File: src/shared/aopm_pkg.sv
// Package: modes, pin positions and constants for the output port pin mux
package aopm_pkg;

	typedef enum logic [1:0] {
		AOPM_MODE_18 = 2'b00,
		AOPM_MODE_16 = 2'b01,
		AOPM_MODE_8 = 2'b10,
		AOPM_MODE_SER = 2'b11
	} aopm_mode_t;

	// Pin positions on the low data port
	localparam int AOPM_PIN_CODING = 0;
	localparam int AOPM_PIN_FORM_LO = 1;
	localparam int AOPM_PIN_FORM_HI = 2;
	localparam int AOPM_PIN_BIT3 = 3;
	localparam int AOPM_PIN_DIV_LO = 4;
	localparam int AOPM_PIN_DIV_HI = 5;
	localparam int AOPM_PIN_SRC = 6;
	localparam int AOPM_LOW_PINS = 7;
	localparam int AOPM_RESULT_W = 18;

	// Reset values
	localparam logic [AOPM_LOW_PINS-1:0] AOPM_PINS_RST = 7'h00;
	localparam logic [AOPM_RESULT_W-1:0] AOPM_WORD_RST = 18'h00000;
	localparam logic [1:0] AOPM_SYNC_RST = 2'h0;

	// Decoded configuration seen by the converter core
	typedef struct packed {
		logic coding_binary;
		logic [1:0] form_select;
		logic [1:0] divider_select;
		logic clock_source_ext;
		logic serial_master;
		logic serial_slave;
	} aopm_cfg_t;

	// Low pin drive: value and enable per pin
	typedef struct packed {
		logic [AOPM_LOW_PINS-1:0] value;
		logic [AOPM_LOW_PINS-1:0] enable;
	} aopm_pins_t;

endpackage

File: src/hdl/aopm_pin_mux.sv
// Module: data output port pin-function multiplexer
`timescale 1ns/1ns

// What this block does
// RL1: Mode 0 gives 18-bit, 1 gives 16-bit
// RL2: Mode 3 is serial; low pins configure
// RL3: Mode 0 drives bit 0; coding binary
// RL4: Other modes: coding pin picks MSB inversion
// RL5: Pin 1: bit 1 in mode 0, else form
// RL6: Pin 2: bit 2 mode 0, form modes 1-2
// RL7: Bit 3 pin always driven output
// RL8: Master read-after-convert: divider pins slow clock
// RL9: Other serial setups float divider pins
// RL10: Source low: device is serial master
// RL11: Read-after-convert shifts only after completion
// RL12: Source high: slave on host clock
// RL13: Form-select encoding defined elsewhere, passed out
module aopm_pin_mux #(
	parameter int RESULT_W = 18
) (
	input wire logic ref_clk_i,
	input wire logic resetn_i,
	input wire logic clk_en_i,
	input wire logic [1:0] mode_i,
	input wire logic read_during_convert_select_i,
	input wire logic [RESULT_W-1:0] result_i,
	input wire logic conversion_done_i,
	input wire logic [aopm_pkg::AOPM_LOW_PINS-1:0] pin_in_i,
	output logic [aopm_pkg::AOPM_LOW_PINS-1:0] pin_out_o,
	output logic [aopm_pkg::AOPM_LOW_PINS-1:0] pin_oe_o,
	output aopm_pkg::aopm_cfg_t cfg_o,
	output logic [RESULT_W-1:0] coded_result_o,
	output logic serial_start_o
);
	import aopm_pkg::*;

	////////////////////////////////////////////////////////////////////////////
	// Pin input synchronisers
	logic [AOPM_LOW_PINS-1:0] pin_meta_q;
	logic [AOPM_LOW_PINS-1:0] pin_sync_q;
	logic [1:0] mode_meta_q;
	logic [1:0] mode_sync_q;
	logic read_mode_meta_q;
	logic read_mode_sync_q;

	// Two stages for all pin-level inputs
	always_ff @(posedge ref_clk_i or negedge resetn_i)
	begin
		if (!resetn_i)
		begin
			pin_meta_q <= AOPM_PINS_RST;
			pin_sync_q <= AOPM_PINS_RST;
			mode_meta_q <= AOPM_SYNC_RST;
			mode_sync_q <= AOPM_SYNC_RST;
			read_mode_meta_q <= 1'b0;
			read_mode_sync_q <= 1'b0;
		end
		else if (clk_en_i)
		begin
			pin_meta_q <= pin_in_i;
			pin_sync_q <= pin_meta_q;
			mode_meta_q <= mode_i;
			mode_sync_q <= mode_meta_q;
			read_mode_meta_q <= read_during_convert_select_i;
			read_mode_sync_q <= read_mode_meta_q;
		end
	end

	////////////////////////////////////////////////////////////////////////////
	// Decoding
	aopm_mode_t mode;
	assign mode = aopm_mode_t'(mode_sync_q);

	// Pin ownership per mode: high means device drives it
	function automatic logic [AOPM_LOW_PINS-1:0] drive_map(
		input aopm_mode_t m);
		logic [AOPM_LOW_PINS-1:0] en;
		en = {AOPM_LOW_PINS{1'b1}};
		case (m)
			AOPM_MODE_18: en = {AOPM_LOW_PINS{1'b1}}; // RL1 RL3
			AOPM_MODE_16, AOPM_MODE_8:
			begin
				en[AOPM_PIN_CODING] = 1'b0; // RL4
				en[AOPM_PIN_FORM_LO] = 1'b0; // RL5
				en[AOPM_PIN_FORM_HI] = 1'b0; // RL6
			end
			AOPM_MODE_SER:
			begin
				en = '0; // RL2
				en[AOPM_PIN_BIT3] = 1'b1; // RL7
				// Divider pins float in every serial setup, master read-after-convert included
				en[AOPM_PIN_DIV_LO] = 1'b0; // RL9
				en[AOPM_PIN_DIV_HI] = 1'b0; // RL9
			end
			default: en = {AOPM_LOW_PINS{1'b1}};
		endcase
		drive_map = en;
	endfunction

	logic src_ext;
	logic master_rac;
	assign src_ext = pin_sync_q[AOPM_PIN_SRC];
	assign master_rac = (mode == AOPM_MODE_SER) && !src_ext && !read_mode_sync_q; // RL8

	// Coded result: straight binary in mode 0 or coding pin high
	logic binary_sel;
	logic [RESULT_W-1:0] coded_d;
	assign binary_sel = (mode == AOPM_MODE_18) || pin_sync_q[AOPM_PIN_CODING]; // RL3 RL4
	assign coded_d = binary_sel ? result_i : {~result_i[RESULT_W-1], result_i[RESULT_W-2:0]};

	////////////////////////////////////////////////////////////////////////////
	// Pin drive registers
	aopm_pins_t pins_d;
	assign pins_d.enable = drive_map(mode);
	assign pins_d.value = coded_d[AOPM_LOW_PINS-1:0];

	always_ff @(posedge ref_clk_i or negedge resetn_i)
	begin
		if (!resetn_i)
		begin
			pin_out_o <= AOPM_PINS_RST;
			pin_oe_o <= AOPM_PINS_RST;
		end
		else if (clk_en_i)
		begin
			pin_out_o <= pins_d.value;
			pin_oe_o <= pins_d.enable; // RL5 RL6 RL7
		end
	end

	////////////////////////////////////////////////////////////////////////////
	// Configuration and result registers
	aopm_cfg_t cfg_d;
	always_comb
	begin
		cfg_d = '0;
		cfg_d.coding_binary = binary_sel;
		cfg_d.form_select = (mode == AOPM_MODE_16 || mode == AOPM_MODE_8) ?
			pin_sync_q[AOPM_PIN_FORM_HI:AOPM_PIN_FORM_LO] :
			{1'b0, (mode != AOPM_MODE_18) & pin_sync_q[AOPM_PIN_FORM_LO]}; // RL13
		cfg_d.divider_select = master_rac ?
			pin_sync_q[AOPM_PIN_DIV_HI:AOPM_PIN_DIV_LO] : 2'h0; // RL8
		cfg_d.clock_source_ext = src_ext;
		cfg_d.serial_master = (mode == AOPM_MODE_SER) && !src_ext; // RL10
		cfg_d.serial_slave = (mode == AOPM_MODE_SER) && src_ext; // RL12
	end

	always_ff @(posedge ref_clk_i or negedge resetn_i)
	begin
		if (!resetn_i)
		begin
			cfg_o <= '0;
			coded_result_o <= AOPM_WORD_RST;
		end
		else if (clk_en_i)
		begin
			cfg_o <= cfg_d;
			coded_result_o <= coded_d;
		end
	end

	// Serial start: read-after-convert waits for conversion done
	always_ff @(posedge ref_clk_i or negedge resetn_i)
	begin
		if (!resetn_i)
			serial_start_o <= 1'b0;
		else if (clk_en_i)
			serial_start_o <= (mode == AOPM_MODE_SER) &&
				(read_mode_sync_q || conversion_done_i); // RL11
	end
endmodule // aopm_pin_mux

File: config.mk
export PLATFORM = sky130hd
export DESIGN_NAME = aopm_pin_mux
export DESIGN_NICKNAME = d
export VERILOG_FILES = /design/src/shared/aopm_pkg.sv /design/src/hdl/aopm_pin_mux.sv
export SDC_FILE = /design/constraint.sdc
export NUM_CORES = 1
export LEC_CHECK = 0
export BUFFER_PORTS_ARGS = -buffer_cell sky130_fd_sc_hd__buf_2
export CAP_MARGIN = 20
export CORE_MARGIN = 3
export CORE_UTILIZATION = 50
export CTS_BUF_LIST = sky130_fd_sc_hd__clkbuf_4
export CTS_CLUSTER_DIAMETER = 30
export DETAILED_ROUTE_END_ITERATION = 10
export PLACE_DENSITY = 0.81
export SLEW_MARGIN = 20
export SYNTH_ARGS = -nofsm -noshare
export SYNTH_HDL_FRONTEND = slang
export SYNTH_SLANG_ARGS = --single-unit
File: constraint.sdc
create_clock -name ref_clk_i -period 1.64 [get_ports ref_clk_i]
set_input_delay 0.164 -clock ref_clk_i [delete_from_list [all_inputs] [get_ports ref_clk_i]]
set_output_delay 0.164 -clock ref_clk_i [all_outputs]
set_load 0.005 [all_outputs]
==> impl_metrics.yaml <==
outcome:
  outcome: "completed"
sta:
  setup_tns_ps: 0
  max_freq_mhz: 760.5
  worst_slew_pin_slew_ps: 537.0
  period_share_pct: 80.18
  relSlewSlack_pct: 64.20
  fin_crit_ps: 1315
  hold_viol_final: 0
  slew_viol_final: 0
  finClkSkew_ps: 12.34
  rsz0062_at_grt: "false"
  fin_hold_ws_ps: 21.31
  setup_viol: 0
global_route:
  grt_pass1_wl_mm: 5.230
  antenna_found_initial: 0
  grt_max_degree: 60
  grt_use_total_pct: 15.18
  grt_pass1_vias: 1242
  overflow: 0
setup_path:
  start_kind: "register"
  cp_top_family: "simple AND/OR/NAND/NOR gates"
  max_stage_delay_ps: 380
  worst_setup_path_end_kind: "register"
  r2r_slack_ps: 330
  reg2reg_to: "coded_result_o[17]$_DFFE_PN0P_"
  reg2reg_from: "mode[0]$_DFFE_PN0P_"
  arrival_ps: 1590
  worst-path-buf-inv: 1
  slowest_stage: "or3_1"
  path_cells: "inv_1 -> ha_1 -> or3_1 -> a31oi_1"
  required_ps: 1920
  cp_max_fo: 5
  reg2reg_depth: 4
  worstSetupPathType: "register to register"
layout:
  final_util_pct: 62.93
  layout_common_cells: "71 x buf_2, 48 x dfrtp_1, 35 x mux2_2"
  nNetsFinal: 238
  final_common_cell: "buf_2"
  num_antenna_cells: 0
  drive_above_1_share_pct: 57.07
  instances_no_fill: 253
  area_growth_pct: 20.04
floorplan:
  fp.coreArea_mm2: 0.003716
  io_pins: 73
  dieArea_mm2: 0.004681
  die_w_um: 68.42
  fp.dieH_um: 68.42
  fp-row-count: 22
  initial_core_util_pct: 52.42
drt:
  drc_errors: 0
  vias_per_cell: 4.834
  wl_per_cell_um: 12.43
  dr_wl_met3_um: 281
  vias: 1223
  drt-met1-wl_mm: 1.358
  first_pass_iters: 4
  met2WireLength_mm: 1.445
  ant_nets: 0
  top_layer: "met4"
  wl_mm: 3.145
  drt-initial-drc-count: 63
job:
  max-cap-violations: 0
yosys:
  avgSynthCellArea_um2: 13.92
  synth_largest_area_cell: "dfrtp_1"
  async_reset_ff_share_pct: 100.0
  syn_inst: 140
  synth-seq-cells: 48
  synth_top_area_share_pct: 61.66
  syn-cell-area_mm2: 0.001948
  synth_edf_count: 0
  yosysUniqueCellTypes: 22
  syn_nets: 174
  yosysWarnings: 0
  synth_ff_type: "dfrtp_1"
  yosys-top-cells-area: "dfrtp_1 62%, mux2_2 20%, buf_4 6.2%"
  ys_seq_area_share_pct: 61.66
cts:
  clk_latency_ps: 360
  htreeDepth: 2
  clock_path_buffers: 2
  clk_pin_slew_ps: 130
  cts_buffers: 5
  cts.sinks: 48
  cts_tree: "yes"
  ctsRootBufferMaster: "clkbuf_4"
  post-cts-setup-buffers: 0
worst_hold_path:
  holdPathEnd: "coded_result_o[11]$_DFFE_PN0P_"
  hp-start: "result_i[11]"
  min_path_type: "input pin to register"
  hold_path_depth: 2
pwr:
  p_int_mw: 1.741
  combPwrFrac_pct: 16.9
  clkPwrFrac_pct: 23.4
  leakage_nw: 1.137
  switching_share_pct: 24.99
  vdd_drop_max_v: 0.0006813
  power_frac_seq_pct: 59.8
  p_switching_mw: 0.5803
  p_total_mw: 2.322
  p_per_area_mw_per_mm2: 992.9
place:
  numPortBuffers: 71
  gp_congestion: 0.6679
  hpwl_mm: 2.271
  dpl.cell_count: 244
-- Yosys cell counts, drive strengths merged (2+ instances only) --
library cell,n
inv,9
nor2,3
o21ai,7
nand3,2
o22ai,2
ha,2
mux2,35
nand2,4
dfrtp,48
buf,17
-- worst max path at each step --
stage	from	endpoint	slack, ps	cells past startpoint
2_1_floorplan	mode[0]$_DFFE_PN0P_	coded_result_o[17]$_DFFE_PN0P_	460	4
3_3_place_gp	mode[0]$_DFFE_PN0P_	coded_result_o[17]$_DFFE_PN0P_	400	4
3_5_place_dp	mode[0]$_DFFE_PN0P_	coded_result_o[17]$_DFFE_PN0P_	350	4
4_1_cts	mode[0]$_DFFE_PN0P_	coded_result_o[17]$_DFFE_PN0P_	330	4
5_1_grt	mode[0]$_DFFE_PN0P_	coded_result_o[17]$_DFFE_PN0P_	250	4
6_report	mode[0]$_DFFE_PN0P_	coded_result_o[17]$_DFFE_PN0P_	330	4
-- power groups by stage --
stage          sequential, mW  clock [mW]  combinational (mW)
6_report                 1.39       0.542               0.392
5_1_grt                  1.41       0.598               0.450
2_1_floorplan            1.41           0               0.235
3_3_place_gp             1.41           0               0.388
3_5_place_dp             1.41           0               0.399
4_1_cts                  1.39       0.569               0.401
-- area by class of cell --
type / instances / area [um2]
fillers: 316 / 1378
flip-flops and latches: 48 / 1201
multi-input cells: 66 / 581.8
repair buffers: 74 / 405.4
well taps: 48 / 60.06
clock buffers: 7 / 52.55
inverters: 9 / 33.78
clock inverters: 1 / 3.754
-- registers in the layout, indices dropped and copies added (netlist names), 2 cells and up --
signal	count
cfg_o	8
coded_result_o	12
mode	2
mode_meta_q	2
pin_meta_q	6
pin_oe_o	3
pin_out_o	6
pin_sync_q	6
-- repair_timing --
action                     4_1_cts  5_1_grt
resized for setup                0        0
hold endpoints to repair        22        0
setup endpoints to repair        0        0
hold buffers                     1        0
-- cells by family after synthesis --
kind of cell / count (synthesis) / share of synthesized area (%)
buf+inv: 26 / 8.478
simple gates: 15 / 3.983
mux: 36 / 20.75
flops: 48 / 61.66
compound gates: 13 / 3.853
fa+ha+maj: 2 / 1.284
-- metrics by stage --
step / area (um2) / setup WS [ps]
2_1_floorplan: 1948 / 457.4
3_3_place_gp: 2272 / 404.9
3_5_place_dp: 2272 / 351.1
4_1_cts: 2338 / 331.2
5_1_grt: 2338 / 250.9
6_report: 2338 / 325.1
-- per-layer routing --
layer  track usage [%]  up-vias
li1                  -      593
met1             17.03      572
met2             25.39       51
met3             5.419        7
met4             7.444        0
met5                 0        -
No activity file was read; power rests on OpenSTA's default activity.
